`src/rtl/mode_word_pkg.sv`:
```
// Purpose: constants, types and helpers for the mode-word and burst block
// Assumes: 50 MHz device clock, x8 organisation with A0-A13 on the address
// Notes: one beat pair per clock, as the data path moves two words a clock
//
// Contract
// - mode load only with cs, ras, cas, we and bank bits all low
// - reload allowed any time in normal operation when all banks precharged; the code also refuses a load during a burst or within tMRD of the last load
// - burst length field A0-A2: 010 gives four beats, 011 eight
// - A3 selects burst order: low sequential, high interleaved
// - CAS latency field A4-A6: codes 3 to 7 clocks, lower codes reserved
// - only whole-clock CAS latencies, no half-cycle setting
// - A8 high resets the DLL, low leaves it alone
// - write recovery field A9-A11: codes 1 to 7 give 2 to 8 clocks
// - A12 selects power-down exit speed: low fast, high slow
// - write recovery plus precharge period delay auto-precharge after write
// - four-beat: sequential counts up modulo four, interleave xors low bits
// - eight-beat sequential wraps low bits inside each group of four
// - eight-beat interleaved beat address is start xor beat index
// - same-kind commands one burst apart stream with no gap
// - burst-terminate encoding has no meaning to the device
// - mode load and DLL reset leave the array contents unchanged
`default_nettype none
package mode_word_pkg;

  // clock and timing
  localparam int CLK_PERIOD_NS = 20;
  localparam int TRP_NS = 15;
  localparam int TRP_CYC_RAW = (TRP_NS + CLK_PERIOD_NS - 1) / CLK_PERIOD_NS;
  localparam int TRP_CYC = (TRP_CYC_RAW < 1) ? 1 : TRP_CYC_RAW;
  localparam logic [4:0] TRP_CYC_W = 5'(TRP_CYC);
  localparam logic [2:0] TMRD_CYC = 3'h2;
  localparam logic [7:0] DLL_LOCK_CYC = 8'hC8;

  // organisation
  localparam logic ORG_X8 = 1'b1;
  localparam int ADDR_W = 14;

  // mode word field positions
  localparam int BL_LSB = 0;
  localparam int BT_BIT = 3;
  localparam int CL_LSB = 4;
  localparam int TM_BIT = 7;
  localparam int DLL_BIT = 8;
  localparam int WR_LSB = 9;
  localparam int PD_BIT = 12;
  localparam int A13_BIT = 13;
  localparam int AP_BIT = 10;

  // field codes and reset values
  localparam logic [2:0] BL_CODE_4 = 3'h2;
  localparam logic [2:0] BL_CODE_8 = 3'h3;
  localparam logic [2:0] CL_CODE_MIN = 3'h3;
  localparam logic [2:0] WR_CODE_RSVD = 3'h0;
  localparam logic [13:0] MODE_RESET = 14'h0000;
  localparam logic [1:0] LAST_PAIR_4 = 2'h1;
  localparam logic [1:0] LAST_PAIR_8 = 2'h3;

  // command encodings {cs_n, ras_n, cas_n, we_n}
  localparam logic [3:0] CMD_LOAD = 4'h0;
  localparam logic [3:0] CMD_READ = 4'h5;
  localparam logic [3:0] CMD_WRITE = 4'h4;
  localparam logic [3:0] CMD_TERM = 4'h6;
  localparam logic [2:0] BA_MODE = 3'h0;

  typedef enum logic [2:0] {
    ST_IDLE = 3'b001,
    ST_READ = 3'b010,
    ST_WRITE = 3'b100
  } burst_state_t;

  // column of one beat given start column and beat index
  function automatic logic [2:0] beat_col(input logic [2:0] start,
                                          input logic [2:0] idx,
                                          input logic len8,
                                          input logic il);
    logic [2:0] col;
    col = 3'h0;
    if (il) begin
      col = start ^ {idx[2] & len8, idx[1:0]};
    end else begin
      col[1:0] = 2'(start[1:0] + idx[1:0]);
      col[2] = start[2] ^ (idx[2] & len8);
    end
    return col;
  endfunction

endpackage
`default_nettype wire

```
`src/rtl/burst_col_gen.sv`:
```
// Purpose: column order of the two beats moved in one clock of a burst
// Assumes: pair index counts clocks from the start of the burst
// Notes: purely combinational; the top registers the result
`timescale 1ns/10ps
`default_nettype none
module burst_col_gen
  import mode_word_pkg::*;
(
  input wire logic [2:0] start_col_i,
  input wire logic [1:0] pair_i,
  input wire logic len8_i,
  input wire logic interleave_i,
  output logic [2:0] col_a_o,
  output logic [2:0] col_b_o
);

  // even beat then odd beat of the current pair
  always_comb begin
    col_a_o = beat_col(start_col_i, {pair_i, 1'b0}, len8_i,
                       interleave_i);
    col_b_o = beat_col(start_col_i, {pair_i, 1'b1}, len8_i,
                       interleave_i);
  end

endmodule
`default_nettype wire

```
`src/rtl/wr_recovery_timer.sv`:
```
// Purpose: delay from end of an auto-precharge write to bank precharged
// Assumes: one pending auto-precharge at a time
// Notes: a new start restarts the count; the older one is folded into it
`timescale 1ns/10ps
`default_nettype none
module wr_recovery_timer
  import mode_word_pkg::*;
(
  input wire logic clk_i,
  input wire logic rst_i,
  input wire logic start_i,
  input wire logic [4:0] cycles_i,
  output logic busy_o,
  output logic done_o
);

  logic [4:0] cnt_r;
  logic [4:0] cnt_nxt;
  logic done_r;
  logic done_nxt;
  logic busy_r;
  logic busy_nxt;

  // count down the write recovery plus precharge span
  always_comb begin
    cnt_nxt = cnt_r;
    done_nxt = 1'b0;
    if (start_i) begin
      cnt_nxt = cycles_i;
    end else if (cnt_r != 5'h00) begin
      cnt_nxt = 5'(cnt_r - 5'h01);
      done_nxt = (cnt_r == 5'h01);
    end
    // busy is registered so the port comes straight from a flop
    busy_nxt = (cnt_nxt != 5'h00);
  end

  always_ff @(posedge clk_i or posedge rst_i) begin
    if (rst_i) begin
      cnt_r <= 5'h00;
      done_r <= 1'b0;
      busy_r <= 1'b0;
    end else begin
      cnt_r <= cnt_nxt;
      done_r <= done_nxt;
      busy_r <= busy_nxt;
    end
  end

  assign busy_o = busy_r;
  assign done_o = done_r;

endmodule
`default_nettype wire

```
`src/rtl/ddr2_mode_register_burst_order.sv`:
```
// Purpose: mode-word load, field decode and burst column ordering
// Assumes: bank state arrives from the bank logic as all_banks_idle_i
// Notes: one beat pair per clock; burst starts the clock after its command
`timescale 1ns/10ps
`default_nettype none
module ddr2_mode_register_burst_order
  import mode_word_pkg::*;
(
  input wire logic clk_i,
  input wire logic rst_i,
  input wire logic cke_i,
  input wire logic cs_n_i,
  input wire logic ras_n_i,
  input wire logic cas_n_i,
  input wire logic we_n_i,
  input wire logic [2:0] ba_i,
  input wire logic [13:0] addr_i,
  input wire logic all_banks_idle_i,
  output logic [13:0] operating_mode_word_o,
  output logic mode_valid_o,
  output logic mode_busy_o,
  output logic burst_count_8_o,
  output logic burst_order_select_o,
  output logic [2:0] cas_latency_o,
  output logic factory_test_bit_o,
  output logic [3:0] wr_cycles_o,
  output logic powerdown_exit_speed_o,
  output logic mode_code_error_o,
  output logic dll_reset_o,
  output logic dll_ready_o,
  output logic burst_active_o,
  output logic burst_is_write_o,
  output logic [2:0] beat_col_a_o,
  output logic [2:0] beat_col_b_o,
  output logic cmd_error_o,
  output logic precharge_busy_o,
  output logic precharge_done_o
);

  // command decode
  logic [3:0] cmd;
  logic sel;
  logic is_load;
  logic is_read;
  logic is_write;
  logic [13:0] addr_m;

  // mode word state
  logic [13:0] mode_r;
  logic [13:0] mode_nxt;
  logic valid_r;
  logic valid_nxt;
  logic [3:0] wr_cyc_r;
  logic [3:0] wr_cyc_nxt;
  logic code_err_r;
  logic code_err_nxt;
  logic [2:0] mrd_cnt_r;
  logic [2:0] mrd_cnt_nxt;
  logic busy_r;
  logic busy_nxt;
  logic load_ok;
  logic bl8_r;
  logic bl8_nxt;

  // dll state
  logic dll_rst_r;
  logic dll_rst_nxt;
  logic [7:0] dll_cnt_r;
  logic [7:0] dll_cnt_nxt;
  logic dll_rdy_r;
  logic dll_rdy_nxt;

  // burst state
  burst_state_t state_r;
  burst_state_t state_nxt;
  logic [2:0] start_r;
  logic [2:0] start_nxt;
  logic [1:0] pair_r;
  logic [1:0] pair_nxt;
  logic len8_r;
  logic len8_nxt;
  logic il_r;
  logic il_nxt;
  logic ap_r;
  logic ap_nxt;
  logic [2:0] col_a_r;
  logic [2:0] col_b_r;
  logic [2:0] col_a_c;
  logic [2:0] col_b_c;
  logic err_r;
  logic err_nxt;
  logic last_pair;
  logic ap_start;
  logic [4:0] ap_cycles;
  logic tmr_busy;
  logic tmr_done;
  logic active_r;
  logic active_nxt;
  logic is_wr_r;
  logic is_wr_nxt;

  // the mode word lives at bank 0; other bank codes are extended registers
  always_comb begin
    cmd = {cs_n_i, ras_n_i, cas_n_i, we_n_i};
    sel = cke_i;
    is_load = sel && (cmd == CMD_LOAD) && (ba_i == BA_MODE);
    is_read = sel && (cmd == CMD_READ);
    is_write = sel && (cmd == CMD_WRITE);
    // the terminate code is simply not decoded, so it acts as no operation
    addr_m = addr_i;
    if (!ORG_X8) begin
      addr_m[A13_BIT] = 1'b0;
    end
  end

  // a load counts only with banks precharged, no burst and tMRD elapsed
  assign load_ok = is_load && all_banks_idle_i && (state_r == ST_IDLE) &&
                   !busy_r;

  // mode word and decoded fields; a load replaces the whole word at once
  always_comb begin
    mode_nxt = mode_r;
    valid_nxt = valid_r;
    wr_cyc_nxt = wr_cyc_r;
    code_err_nxt = code_err_r;
    mrd_cnt_nxt = mrd_cnt_r;
    if (load_ok) begin
      mode_nxt = addr_m;
      valid_nxt = 1'b1;
      wr_cyc_nxt = 4'({1'b0, addr_m[WR_LSB +: 3]} + 4'h1);
      code_err_nxt =
        ((addr_m[BL_LSB +: 3] != BL_CODE_4) &&
         (addr_m[BL_LSB +: 3] != BL_CODE_8)) ||
        (addr_m[CL_LSB +: 3] < CL_CODE_MIN) ||
        (addr_m[WR_LSB +: 3] == WR_CODE_RSVD);
      mrd_cnt_nxt = TMRD_CYC;
    end else if (mrd_cnt_r != 3'h0) begin
      mrd_cnt_nxt = 3'(mrd_cnt_r - 3'h1);
    end
    busy_nxt = (mrd_cnt_nxt != 3'h0);
    // length flag kept in its own flop so the port needs no decode gate
    bl8_nxt = (mode_nxt[BL_LSB +: 3] == BL_CODE_8) && valid_nxt;
  end

  // the array is untouched here: only control registers are written
  always_ff @(posedge clk_i or posedge rst_i) begin
    if (rst_i) begin
      mode_r <= MODE_RESET;
      valid_r <= 1'b0;
      wr_cyc_r <= 4'h0;
      code_err_r <= 1'b0;
      mrd_cnt_r <= 3'h0;
      busy_r <= 1'b0;
      bl8_r <= 1'b0;
    end else begin
      mode_r <= mode_nxt;
      valid_r <= valid_nxt;
      wr_cyc_r <= wr_cyc_nxt;
      code_err_r <= code_err_nxt;
      mrd_cnt_r <= mrd_cnt_nxt;
      busy_r <= busy_nxt;
      bl8_r <= bl8_nxt;
    end
  end

  // dll reset pulse and lock wait counter
  always_comb begin
    dll_rst_nxt = load_ok && addr_m[DLL_BIT];
    dll_cnt_nxt = dll_cnt_r;
    dll_rdy_nxt = dll_rdy_r;
    if (dll_rst_nxt) begin
      dll_cnt_nxt = 8'h00;
      dll_rdy_nxt = 1'b0;
    end else if (!dll_rdy_r && valid_r) begin
      dll_cnt_nxt = 8'(dll_cnt_r + 8'h01);
      dll_rdy_nxt = (dll_cnt_nxt == DLL_LOCK_CYC);
    end
  end

  always_ff @(posedge clk_i or posedge rst_i) begin
    if (rst_i) begin
      dll_rst_r <= 1'b0;
      dll_cnt_r <= 8'h00;
      dll_rdy_r <= 1'b0;
    end else begin
      dll_rst_r <= dll_rst_nxt;
      dll_cnt_r <= dll_cnt_nxt;
      dll_rdy_r <= dll_rdy_nxt;
    end
  end

  assign last_pair = len8_r ? (pair_r == LAST_PAIR_8) :
                              (pair_r == LAST_PAIR_4);

  // burst sequencing; length and order are frozen at the start of a burst
  // so a mode change can never reshape a burst already in flight
  always_comb begin
    state_nxt = state_r;
    start_nxt = start_r;
    pair_nxt = pair_r;
    len8_nxt = len8_r;
    il_nxt = il_r;
    ap_nxt = ap_r;
    err_nxt = 1'b0;
    ap_start = 1'b0;
    case (state_r)
      ST_IDLE: begin
        if ((is_read || is_write) && valid_r && !busy_r) begin
          state_nxt = is_read ? ST_READ : ST_WRITE;
        end else if (is_read || is_write) begin
          err_nxt = 1'b1;
        end
      end
      ST_READ, ST_WRITE: begin
        if (!last_pair) begin
          pair_nxt = 2'(pair_r + 2'h1);
        end else begin
          state_nxt = ST_IDLE;
          ap_start = (state_r == ST_WRITE) && ap_r;
        end
        if ((is_read && state_r == ST_READ) ||
            (is_write && state_r == ST_WRITE)) begin
          // seamless at the last pair, cut short only in eight-beat mode
          if (last_pair || len8_r) begin
            state_nxt = state_r;
            ap_start = 1'b0;
          end else begin
            err_nxt = 1'b1;
          end
        end else if (is_read || is_write || is_load) begin
          err_nxt = 1'b1;
        end
      end
      default: begin
        state_nxt = ST_IDLE;
      end
    endcase
    if ((is_read || is_write) && !err_nxt && state_nxt != ST_IDLE &&
        (state_r == ST_IDLE || state_nxt == state_r) &&
        (state_r == ST_IDLE || last_pair || len8_r)) begin
      start_nxt = addr_m[2:0];
      pair_nxt = 2'h0;
      len8_nxt = (mode_r[BL_LSB +: 3] == BL_CODE_8);
      il_nxt = mode_r[BT_BIT];
      ap_nxt = is_write && addr_m[AP_BIT];
    end
    if (is_load && !load_ok) begin
      err_nxt = 1'b1; // refused load, see bank and timing checks
    end
    active_nxt = (state_nxt != ST_IDLE);
    is_wr_nxt = (state_nxt == ST_WRITE);
  end

  // beat columns for the pair that the next clock will move
  burst_col_gen u_col (
    .start_col_i(start_nxt),
    .pair_i(pair_nxt),
    .len8_i(len8_nxt),
    .interleave_i(il_nxt),
    .col_a_o(col_a_c),
    .col_b_o(col_b_c)
  );

  always_ff @(posedge clk_i or posedge rst_i) begin
    if (rst_i) begin
      state_r <= ST_IDLE;
      start_r <= 3'h0;
      pair_r <= 2'h0;
      len8_r <= 1'b0;
      il_r <= 1'b0;
      ap_r <= 1'b0;
      col_a_r <= 3'h0;
      col_b_r <= 3'h0;
      err_r <= 1'b0;
      active_r <= 1'b0;
      is_wr_r <= 1'b0;
    end else begin
      state_r <= state_nxt;
      start_r <= start_nxt;
      pair_r <= pair_nxt;
      len8_r <= len8_nxt;
      il_r <= il_nxt;
      ap_r <= ap_nxt;
      col_a_r <= (state_nxt == ST_IDLE) ? 3'h0 : col_a_c;
      col_b_r <= (state_nxt == ST_IDLE) ? 3'h0 : col_b_c;
      err_r <= err_nxt;
      active_r <= active_nxt;
      is_wr_r <= is_wr_nxt;
    end
  end

  // write recovery in clocks plus the precharge period
  assign ap_cycles = 5'({1'b0, wr_cyc_r} + TRP_CYC_W);

  wr_recovery_timer u_wr (
    .clk_i(clk_i),
    .rst_i(rst_i),
    .start_i(ap_start),
    .cycles_i(ap_cycles),
    .busy_o(tmr_busy),
    .done_o(tmr_done)
  );

  // outputs straight from registers
  assign operating_mode_word_o = mode_r;
  assign mode_valid_o = valid_r;
  assign mode_busy_o = busy_r;
  assign burst_count_8_o = bl8_r;
  assign burst_order_select_o = mode_r[BT_BIT];
  // the code equals the latency in whole clocks, no half-clock step
  assign cas_latency_o = mode_r[CL_LSB +: 3];
  assign factory_test_bit_o = mode_r[TM_BIT];
  assign wr_cycles_o = wr_cyc_r;
  assign powerdown_exit_speed_o = mode_r[PD_BIT];
  assign mode_code_error_o = code_err_r;
  assign dll_reset_o = dll_rst_r;
  assign dll_ready_o = dll_rdy_r;
  assign burst_active_o = active_r;
  assign burst_is_write_o = is_wr_r;
  assign beat_col_a_o = col_a_r;
  assign beat_col_b_o = col_b_r;
  assign cmd_error_o = err_r;
  assign precharge_busy_o = tmr_busy;
  assign precharge_done_o = tmr_done;

endmodule
`default_nettype wire

```
`config.mk`:
```
export PLATFORM = sky130hd
export DESIGN_NAME = ddr2_mode_register_burst_order
export DESIGN_NICKNAME = d
export VERILOG_FILES = /design/src/rtl/mode_word_pkg.sv /design/src/rtl/burst_col_gen.sv /design/src/rtl/wr_recovery_timer.sv /design/src/rtl/ddr2_mode_register_burst_order.sv
export SDC_FILE = /design/constraint.sdc
export NUM_CORES = 1
export LEC_CHECK = 0
export ABC_AREA = 1
export BUFFER_PORTS_ARGS = -buffer_cell sky130_fd_sc_hd__buf_2
export CORE_ASPECT_RATIO = 1.1
export CORE_MARGIN = 5
export CORE_UTILIZATION = 39
export DETAILED_ROUTE_END_ITERATION = 8
export PLACE_DENSITY = 0.7
export SLEW_MARGIN = 10
export SYNTH_ARGS = -nofsm -noshare
export SYNTH_HDL_FRONTEND = slang
export SYNTH_SLANG_ARGS = --single-unit
```
`constraint.sdc`:
```
create_clock -name clk_i -period 1.84 [get_ports clk_i]
set_clock_uncertainty 0.2 [all_clocks]
set_input_delay 0.184 -clock clk_i [delete_from_list [all_inputs] [get_ports clk_i]]
set_output_delay 0.184 -clock clk_i [all_outputs]
set_load 0.005 [all_outputs]
```
Word level (Yosys, flattened, before mapping)
Cells that the tools add are included.
{"block": "word_totals", "reg_bits": 62, "inputBits": 25, "out_inout_bits": 41, "word_cells": 139}
{"block": "op_classes", "addsub": 8, "n_lt_le_gt_ge": 1, "eq_ne": 17, "muxes": 40, "n_bitwise": 4, "reduce_logical": 44}
{"operator": "$mux 3", "n": 13}
{"operator": "$logic_and 1x1->1", "n": 22}
{"operator": "$mux 1", "n": 18}
{"operator": "$mux 8", "n": 2}
{"operator": "$mux 5", "n": 2}
{"operator": "$reduce_bool 5->1", "n": 2}
{"operator": "$eq 3x2->1 const B", "n": 3}
{"operator": "$logic_or 1x1->1", "n": 9}
{"operator": "$add 8x1->8 const B", "n": 1}
{"operator": "$eq 4x3->1 const B", "n": 2}
{"operator": "$eq 8x8->1 const B", "n": 1}
{"operator": "$eq 3x1->1 const B", "n": 2}
{"operator": "$eq 3x3->1 const B", "n": 2}
{"operator": "$logic_not 3->1", "n": 2}
{"operator": "$mux 2", "n": 3}
{"operator": "$ne 3x2->1 const B", "n": 2}
{"operator": "$pmux 3 s2", "n": 1}
{"operator": "$reduce_bool 3->1", "n": 2}
{"operator": "$xor 3x3->3", "n": 2}
{"operator": "$add 4x1->5 const B", "n": 1}
{"operator": "$eq 5x1->1 const B", "n": 1}
{"operator": "$sub 5x1->5 const B", "n": 1}
{"operator": "$add 2x2->2", "n": 2}
{"operator": "$add 3x1->4 const B", "n": 1}
{"operator": "other kinds (14)", "n": 17}

Depth between registers and ports, before layout
Gate-level depths: netlist of the first run.
{"block": "depth", "word_depth": 17, "depth_mapped": 16, "depth_no_buf": 15}

Hierarchy
From an unflattened synthesis of the first run, not the netlist that was laid out.
{"block": "unflattened", "hier_cells": 387, "hier_area_um2": 3186.8}
{"mod": "ddr2_mode_register_burst_order", "instances": 1, "cells_per_inst": 308, "area_per_inst_um2": 2675.1}
{"mod": "wr_recovery_timer", "instances": 1, "cells_per_inst": 59, "area_per_inst_um2": 421.7}
{"mod": "burst_col_gen", "instances": 1, "cells_per_inst": 20, "area_per_inst_um2": 90.1}

Least setup slack after synthesis of the first run
Ideal clock, no wire load.
{"block": "synth_timing", "path_kind": "register to register", "startpoint": "register state_r[0]", "endpoint": "register wr_cyc_r[3] (netlist: wr_cycles_o[3])", "setup_ns": 0.127, "t_arrival_ns": 1.629, "required_time_ns": 1.513, "slack_ns": -0.115, "path_stages_with_launch": 8, "path_cell_list": "dfstp_2 -> nand3_2 -> nor3b_1 -> nand2_1 -> clkbuf_1 -> clkbuf_1 -> nand2_1 -> o41ai_1"}
{"block": "synth_between", "elab_chain_len": 3}
{"item": "start, declared", "line_no": "ddr2_mode_register_burst_order.sv:74", "text": "burst_state_t state_r;"}
{"item": "start signal, assigned", "line_no": "ddr2_mode_register_burst_order.sv:278", "text": "state_r <= state_nxt;"}
{"item": "$eq 3x1->1", "line_no": "ddr2_mode_register_burst_order.sv:117", "text": "assign load_ok = is_load && all_banks_idle_i && (state_r == ST_IDLE) &&"}
{"item": "$logic_and 1x1->1 (2 in series)", "line_no": "ddr2_mode_register_burst_order.sv:117"}
{"item": "end signal, assigned", "line_no": "ddr2_mode_register_burst_order.sv:158", "text": "wr_cyc_r <= wr_cyc_nxt;"}
{"item": "end, declared", "line_no": "ddr2_mode_register_burst_order.sv:53", "text": "logic [3:0] wr_cyc_r;"}
Every way passes these cells.
A chain may end at the register's enable or synchronous reset.

Worst setup path in the final report of the first run
{"block": "layout_timing", "startpoint": "register state_r[2]", "endpoint": "register col_b_r[1] (netlist: beat_col_b_o[1])"}
{"block": "layout_between", "elab_chain_len": 14}
{"item": "branches (longest 13 deep; another with $add 2x2->2)"}
{"item": "$mux 3 *", "line_no": "ddr2_mode_register_burst_order.sv:285", "text": "col_b_r <= (state_nxt == ST_IDLE) ? 3'h0 : col_b_c;"}
{"item": "end signal, assigned", "line_no": "ddr2_mode_register_burst_order.sv:285"}
{"item": "end, declared", "line_no": "ddr2_mode_register_burst_order.sv:87", "text": "logic [2:0] col_b_r;"}
Every way passes the cells marked *.

==> metrics.txt, run 1 <==
post-synthesis sequential area ratio=50.0%; NetSw=0.902 mW; Tmin final=2.17 ns; DR WL/cell=14.3 µm; xor/xnor share of the synthesized area=3.72%; 1st-iter DRT viols=105; Synth Register Bits=61; leakage=2.50 nW; Synth top cells by count=nand2_1, dfrtp_1, inv_1, nor2_1, o21ai_0; # nets final=~520; mux cell area share after synthesis=0.655%; Crit path required time=between 1.5 and 2 ns; R2R Setup Slk=-0.33 ns; vias=2830; hpwl dp=roughly 5400 µm; layout cells sized above 1=48.0%; clock tree buffer depth=2; Clock Power Share=34.3%; H-Tree Depth=3; post-synthesis async set-or-reset flop share=100%; Internal=2.23 mW; starting density of the core=40.5%; Crit. End Element=flip-flop; failing checks=setup timing; area grow syn2layout=56.1%; gr usage total=17.1%; final worst path period share=118%; Post-synth EDFFs=0; PortBufs=65; antenna diode count=0; clk slew on worst S/H paths=0.07 ns; Cell Area, Synth=3060 µm²; DRT Pass-1 Iters=4; Worst Setup Slack, final=-0.329 ns; combinational family with the most area after synthesis=simple AND/OR/NAND/NOR gates; total power=3.13 mW; Clk Latency, worst-skew pair=around 0.33 ns; first-pass GRT wire length=13000 µm; RR Endpoint=beat_col_b_o[1]; setup TNS=-4.74 ns; share of the synthesized area in the top cell type=49.1%; Reg power frac=46.8%; outcome=finished, violations left; cell taking the most area after synthesis=dfrtp_1; WL final=between 8000 and 9000 µm; Worst Setup SP=state_r[2]; clock sinks=61; Worst Max-Slew Pin Slew=0.532 ns; Post-Synth Simple-Gate Area=22.9%; GP Congestion=0.921; DRC viols=0; I/O pins=66; Worst R2R Start=state_r[2]; synth top area cells=dfrtp_1, nand2_1, inv_1; worst-path maximum fanout=7; number of global-route vias before repair=between 2000 and 3000; highest clock rate=about 0.46 GHz; largest net degree at the start of global routing=30; TritonCTS clock tree=yes; Slew Limit Fails=0; Worst VDD drop=0.000471 V; top-count cell post-synth=nand2_1; Avg Vias per Cell=4.77; crit path capture=beat_col_b_o[1]; Die ar.=9710 µm²; synthesized instance count=333; ys flop type=dfrtp_1; Slew headroom=64.4%; Rows=33; worst hold-check path type=in -> reg; die width=about 94 µm; cells on worst reg2reg path=12; Cell variety after synth=41; initial antenna violation count=0; Max Cap Viol=0; Die H=103 µm; RSZ-0062 raised after global routing=true; # setup viols final=52; post-synthesis adder-cell area fraction=3.68%; PD cells=656 nW/µm²; Synth Warn #=0; Final Hold Violating Endpoints=0; sw frac=28.8%; Compound-Gate Fraction of Synth Area=10.1%; Syn Nets=367; CP arrival=2.23 ns; Core Area=7560 µm²; crit path kind=reg -> reg; startpoint types=flip-flop; combinational share of power=19.0%; gr ovfl total=0; total CTS buffers=9; clk root buf=clkbuf_8; syn avg cell area=9.18 µm²; Antenna Nets Post-Route=0
==> power by group through the flow <==
stage               clock (mW)  sequential (mW)  combinational [mW]
finish                    1.07             1.46               0.594
global route              1.16             1.47               0.658
CTS                       1.10             1.46               0.555
detailed placement           0             1.49               0.436
global placement             0             1.48               0.420
floorplan                    0             1.48               0.280
==> worst max-delay path, cell delays in order, from the launching register on <==
cell and delay [ns]:
dfrtp_1 0.43, inv_2 0.08, nor3_4 0.22, nand2_2 0.11
buf_4 0.15, nand4_2 0.09, nand2_4 0.09, buf_4 0.14
o21ai_2 0.17, nand2_4 0.08, nand2_2 0.10, nand3_2 0.08
a21oi_2 0.13
==> worst min path at each step <==
stage | cells after the start | slack (ns) | startpoint | to
2_1_floorplan | 2 | 0.09 | addr_i[12] | operating_mode_word_o[12]
3_3_place_gp | 2 | -0.07 | rst_i | operating_mode_word_o[13]
3_5_place_dp | 2 | -0.06 | rst_i | operating_mode_word_o[13]
4_1_cts | 3 | 0.04 | all_banks_idle_i | cmd_error_o
5_1_grt | 3 | 0.05 | all_banks_idle_i | cmd_error_o
6_report | 3 | 0.07 | all_banks_idle_i | cmd_error_o
==> state kept, by name, indices dropped and copies added (netlist names), 2 cells and up <==
| signal | cells |
|---|---|
| beat_col_a_o | 3 |
| beat_col_b_o | 2 |
| dll_cnt_r | 8 |
| mrd_cnt_r | 3 |
| operating_mode_word_o | 14 |
| pair_r | 2 |
| start_r | 3 |
| state_r | 3 |
| u_wr.cnt_r | 5 |
| wr_cycles_o | 4 |
==> final cells by class <==
type,count,area (µm²)
Fill cell,579,2780
Clock inverter,4,22.5
Tap cell,105,131
Timing Repair Buffer,151,1170
Inverter,50,196
Sequential cell,61,1530
Multi-Input combinational cell,210,1570
Clock buffer,12,155
==> metrics by stage <==
stage | cell area, µm² | setup WS, ns | cells | utilization (%) | hold WS, ns
global route | 4770 | -0.426 | 593 | 63.2 | 0.0532
finish | 4770 | -0.329 | 593 | 63.2 | 0.0688
CTS | 4490 | -0.197 | 582 | 59.5 | 0.0377
detailed placement | 3800 | -0.248 | 534 | 50.3 | -0.0637
floorplan | 3080 | -0.0528 | 333 | - | 0.0936
global placement | 3800 | -0.131 | 534 | 50.3 | -0.0687
==> placed cells by master, fill, tap and decap left out, types with 4 or more instances in the layout <==
master / count
buf_4: 45
a21oi_1: 5
o21ai_1: 10
nand2_2: 14
buf_6: 16
xor2_1: 9
nor2_4: 5
buf_2: 65
dlygate4sd3_1: 17
nand2_4: 10
buf_12: 5
nor3_1: 4
o21ai_0: 6
o22ai_2: 7
nand2_1: 56
xnor2_1: 4
inv_1: 38
ha_1: 9
dfrtp_1: 60
clkbuf_8: 11
nand3_2: 6
o21ai_2: 8
inv_2: 10
nand3_1: 8
nor2_1: 17
==> per-layer routing <==
layer	wire length (µm)	vias to the layer above	share of wire (%)	track usage, %
met5	0	-	0	0
met4	171	0	2.0	6.89
met3	386	18	4.6	4.23
met2	4500	75	53	30.0
met1	3400	1367	40	20.2
li1	-	1370	-	-
==> repair_timing <==
| item | in CTS | in global routing |
|---|---|---|
| endpoints found under the hold margin | 80 | 0 |
| endpoints found under the setup margin | 24 | 48 |
| pin swaps | 4 | 13 |
| buffers inserted | 15 | 12 |
| resized for setup | 53 | 42 |
| gates cloned | 1 | 0 |
| hold buffers | 17 | 0 |
==> kinds of logic (layout without fill, tap and decap cells) <==
logic type               after synthesis  in the layout
multiplexers                           2              2
adder cells (fa/ha/maj)                9              9
XOR/XNOR                              13             13
AO/OA/AOI/OAI                         49             49
flip-flops                            61             61
buffers and inverters                 62            217
AND/OR/NAND/NOR                      137            137
Power figures use the tool's default switching activity.
==> run 2: changes to the inputs <==
Settings changed: REMOVE_ABC_BUFFERS from default to 1.
==> metrics.txt, run 2 (same netlist as run 1, synthesis figures left out) <==
starting density of the core=approximately two fifths; Rows=33; total CTS buffers=9; Min-Delay Startpoint=we_n_i; largest net degree at the start of global routing=62; Crit path required time=1.90 ns; Die ar.=9710 µm²; # setup viols final=31; Max Cap Viol=0; setup TNS=-2.36 ns; clock tree buffer depth=2; layout cells sized above 1=between 30% and 40%; WL final=~7000 µm; most frequent cells in the layout=buf_2, nand2_1, dfrtp_1; Final Hold Violating Endpoints=0; Die H=103 µm; post-route design area=4300 µm²; Slew Limit Fails=0; Antenna Nets Post-Route=0; TritonCTS clock tree=yes; Post-DP Area=3750 µm²; DR WL/cell=12.4 µm; DRC viols=0; worst hold-check path type=in -> reg; highest clock rate=0.474 GHz; Worst Max-Slew Pin Slew=0.300 ns; worst-path maximum fanout=6; Final Util=56.9%; clk slew on worst S/H paths=roughly 0.070 ns; clk root buf=clkbuf_8; gr ovfl total=0; 1st-iter DRT viols=80; Avg Vias per Cell=4.61; Tmin final=2.11 ns; PortBufs=65; Largest register FFs=14; die width=94.4 µm; crit path kind=reg -> reg; Worst R2R Start=state_r[2]; final worst path period share=115%; Hold Slack=approximately 0.013 ns; leakage=between 2 and 2.5 nW; area grow syn2layout=40.6%; Crit. End Element=flip-flop; vias=2639; Core Area=7560 µm²; RR Endpoint=beat_col_b_o[1]; first-pass GRT wire length=11800 µm; H-Tree Depth=3; outcome=finished, violations left; failing checks=setup timing; antenna diode count=0; hpwl dp=a little over 5000 µm; GP Congestion=about 0.84; PD cells=760 nW/µm²; gr usage total=15.5%; cells on worst reg2reg path=13; Clk Latency, worst-skew pair=0.33 ns; Worst Hold Depth=3; Slew headroom=79.5%; CP arrival=2.17 ns; Worst VDD drop=0.000542 V; startpoint types=flip-flop; most common cell after layout, fill and taps aside=buf_2; DRT Pass-1 Iters=4; I/O pins=66; # nets final=496; Worst Setup Slack, final=-0.270 ns; initial antenna violation count=0; Filler Cell Count=663; number of global-route vias before repair=~2600; hold endpoint=burst_is_write_o; clock sinks=61; RSZ-0062 raised after global routing=true; R2R Setup Slk=-0.27 ns
-- run 2: changes by cell type in the layout (fill, tap and decap cells not counted), sizes merged --
| cell | before | now |
|---|---|---|
| buf | 134 | 113 |
| dlygate4sd3 | 17 | 16 |
| clkinvlp | 2 | 0 |
| bufinv | 0 | 2 |
| nor2 | 24 | 25 |
-- run 2: layout make-up --
class	instances	area [µm²]	share of cell area, %
clock buffers	12	155	3.61
repair buffers	129	893	20.8
multi-input cells	211	1340	31.0
clock inverters	4	70.1	1.63
flip-flops and latches	61	1530	35.5
inverters	50	188	4.36
well taps	105	131	3.05
-- run 2: worst max-delay path, cell delays in order (launching register included) --
cell and delay, ns:
dfrtp_1 0.42, inv_2 0.08, nor3_4 0.17, nand2_2 0.10, nand2_2 0.09, nand2_2 0.07
nand2_4 0.07, nand3_4 0.12, buf_4 0.17, o21bai_1 0.17, nand3_2 0.11, nand2_2 0.10
nand2_2 0.05, a21oi_2 0.10
-- run 2: power breakdown --
group | total [mW] | leakage (nW) | internal (mW) | switching (mW)
logic | 0.459 | 1.37 | 0.207 | 0.251
registers | 1.47 | 0.810 | 1.42 | 0.0482
clock network | 1.34 | 0.116 | 0.833 | 0.508
-- run 2: worst max path at each step --
stage	slack, ns	to	cells past startpoint	from
5_1_grt	-0.37	beat_col_b_o[1]	13	state_r[2]
4_1_cts	-0.20	beat_col_b_o[1]	13	state_r[1]
3_3_place_gp	-0.23	beat_col_a_o[2]	14	cs_n_i
3_5_place_dp	-0.27	beat_col_b_o[1]	15	cs_n_i
2_1_floorplan	-0.51	dll_ready_o	9	state_r[0]
6_report	-0.27	beat_col_b_o[1]	13	state_r[2]
-- run 2: per-layer routing --
metal	part of all wire [%]	vias up	GRT usage (%)
met4	1.5	0	6.00
met5	0	-	0
met2	49	58	25.8
met1	44	1246	19.3
met3	6.0	13	4.31
li1	-	1322	-
-- run 2: stage by stage --
step | setup slack (ns) | total power, mW | std cells
after floorplan | -0.514 | 1.75 | 321
after global routing | -0.373 | 3.44 | 572
after global placement | -0.232 | 1.89 | 531
after CTS | -0.205 | 3.30 | 568
final | -0.270 | 3.27 | 572
after detailed placement | -0.266 | 1.92 | 531
-- run 2: timing repair --
action | 4_1_cts | 5_1_grt
pin swaps | 3 | 4
gates resized for setup | 17 | 14
hold buffers | 15 | 1
endpoints found under the setup margin | 41 | 54
buffers inserted | 5 | 5
endpoints found under the hold margin | 77 | 1
cloned | 1 | 0
==> run 3: changes to the inputs <==
Clock period 1.84 ns to 1.7 ns, I/O delays scaled along.
==> metrics.txt, run 3 (same netlist as run 1, synthesis figures left out) <==
cells on worst reg2reg path=13; PD cells=735 nW/µm²; RSZ-0062 raised after global routing=true; initial antenna violation count=0; Max Cap Viol=0; Worst Setup Slack, final=-0.463 ns; DRC viols=0; H-Tree Depth=3; antenna diode count=0; gr ovfl total=0; startpoint types=flip-flop; Die H=103 µm; Clk Latency, worst-skew pair=about 0.33 ns; DR WL/cell=between 10 and 15 µm; final worst path period share=127%; I/O pins=66; failing checks=setup timing; DRT Pass-1 Iters=4; first-pass GRT wire length=13400 µm; Slew Limit Fails=0; worst-path maximum fanout=7; Worst Hold Depth=4; clock tree buffer depth=2; Tmin final=between 2 and 2.5 ns; Hold Slack=0.0200 ns; CP arrival=2.18 ns; Die ar.=between 9000 and 10000 µm²; # setup viols final=59; Crit path required time=around 1.7 ns; TritonCTS clock tree=yes; leakage=~2.5 nW; number of global-route vias before repair=roughly 2900; largest net degree at the start of global routing=62; clk root buf=clkbuf_8; setup TNS=-13.98 ns; clock sinks=61; die width=94.4 µm; starting density of the core=40.5%; hpwl dp=roughly 5300 µm; clk slew on worst S/H paths=0.07 ns; layout cells sized above 1=a little over half; Avg Vias per Cell=4.75; Rows=33; vias=2803; total CTS buffers=9; most common cell after layout, fill and taps aside=buf_2; Antenna Nets Post-Route=0; area grow syn2layout=60.6%; Crit. End Element=flip-flop; 1st-iter DRT viols=80; worst hold-check path type=in -> reg; outcome=finished, violations left; gr usage total=17.7%; Core Area=about 7600 µm²; Final Util=65.0%; PortBufs=65; Worst Max-Slew Pin Slew=between 0.5 and 0.6 ns; WL final=8170 µm; GP Congestion=0.836; Slew headroom=62.3%; worst slack, placed=-0.430 ns; Largest register FFs=14; Final Hold Violating Endpoints=0; highest clock rate=between 0.4 and 0.5 GHz; most frequent cells in the layout=buf_2, dfrtp_1, buf_4; Worst VDD drop=about 0.0006 V; crit path kind=reg -> reg; # nets final=514
## run 3: what timing repair did
item,4_1_cts,5_1_grt
hold buffers,15,0
buffers inserted,18,9
gates resized for setup,79,74
pin swaps,21,20
endpoints found under the hold margin,80,0
cloned,2,0
endpoints found under the setup margin,54,59
## run 3: worst max-delay path, cell delays in order (launching register included)
cell     delay, ns
dfrtp_1       0.42
inv_2         0.08
nor3_4        0.19
nand2_2       0.12
nand2_2       0.10
nand2_2       0.08
nand2_4       0.07
nand3_4       0.10
nor2_4        0.16
buf_12        0.13
buf_4         0.12
o21ai_4       0.06
o21ai_2       0.14
a21oi_1       0.06
## run 3: worst paths after layout
kind	start	endpoint	slack [ns]
min in group asynchronous	rst_i	operating_mode_word_o[8]	0.24
max in group asynchronous	rst_i	state_r[0]	0.75
worst min register to register	operating_mode_word_o[8]	operating_mode_word_o[8]	0.31
worst max register to register	state_r[2]	beat_col_a_o[2]	-0.46
worst min-delay path	addr_i[8]	dll_reset_o	0.02
worst max-delay path	state_r[2]	beat_col_a_o[2]	-0.46
## run 3: final cells by class
type / instances / area, µm²
Clock buffer: 13 / 169
Clock inverter: 3 / 42.5
Inverter: 50 / 193
Multi-Input combinational cell: 211 / 1740
Timing Repair Buffer: 147 / 1110
Fill cell: 557 / 2650
Tap cell: 105 / 131
Sequential cell: 61 / 1530
## run 3: per-stage QoR
| step | instance area (µm²) | power, mW | instances |
|---|---|---|---|
| floorplan | 2970 | 1.90 | 321 |
| global placement | 3820 | 2.04 | 540 |
| detailed placement | 3820 | 2.07 | 540 |
| CTS | 4650 | 3.52 | 591 |
| global route | 4910 | 3.81 | 590 |
| finish | 4910 | 3.61 | 590 |
## run 3: routing by layer
metal | part of all wire (%) | GRT usage [%] | vias to the layer above
met1 | 39 | 21.2 | 1355
met4 | 2.0 | 5.56 | 0
met5 | 0 | 0 | -
met3 | 4.8 | 4.31 | 17
li1 | - | - | 1367
met2 | 54 | 31.6 | 64
## run 3: power by group
part,internal [mW],switching [mW]
combinational,0.297,0.363
sequential,1.54,0.0567
clock,0.795,0.559
total,2.63,0.979
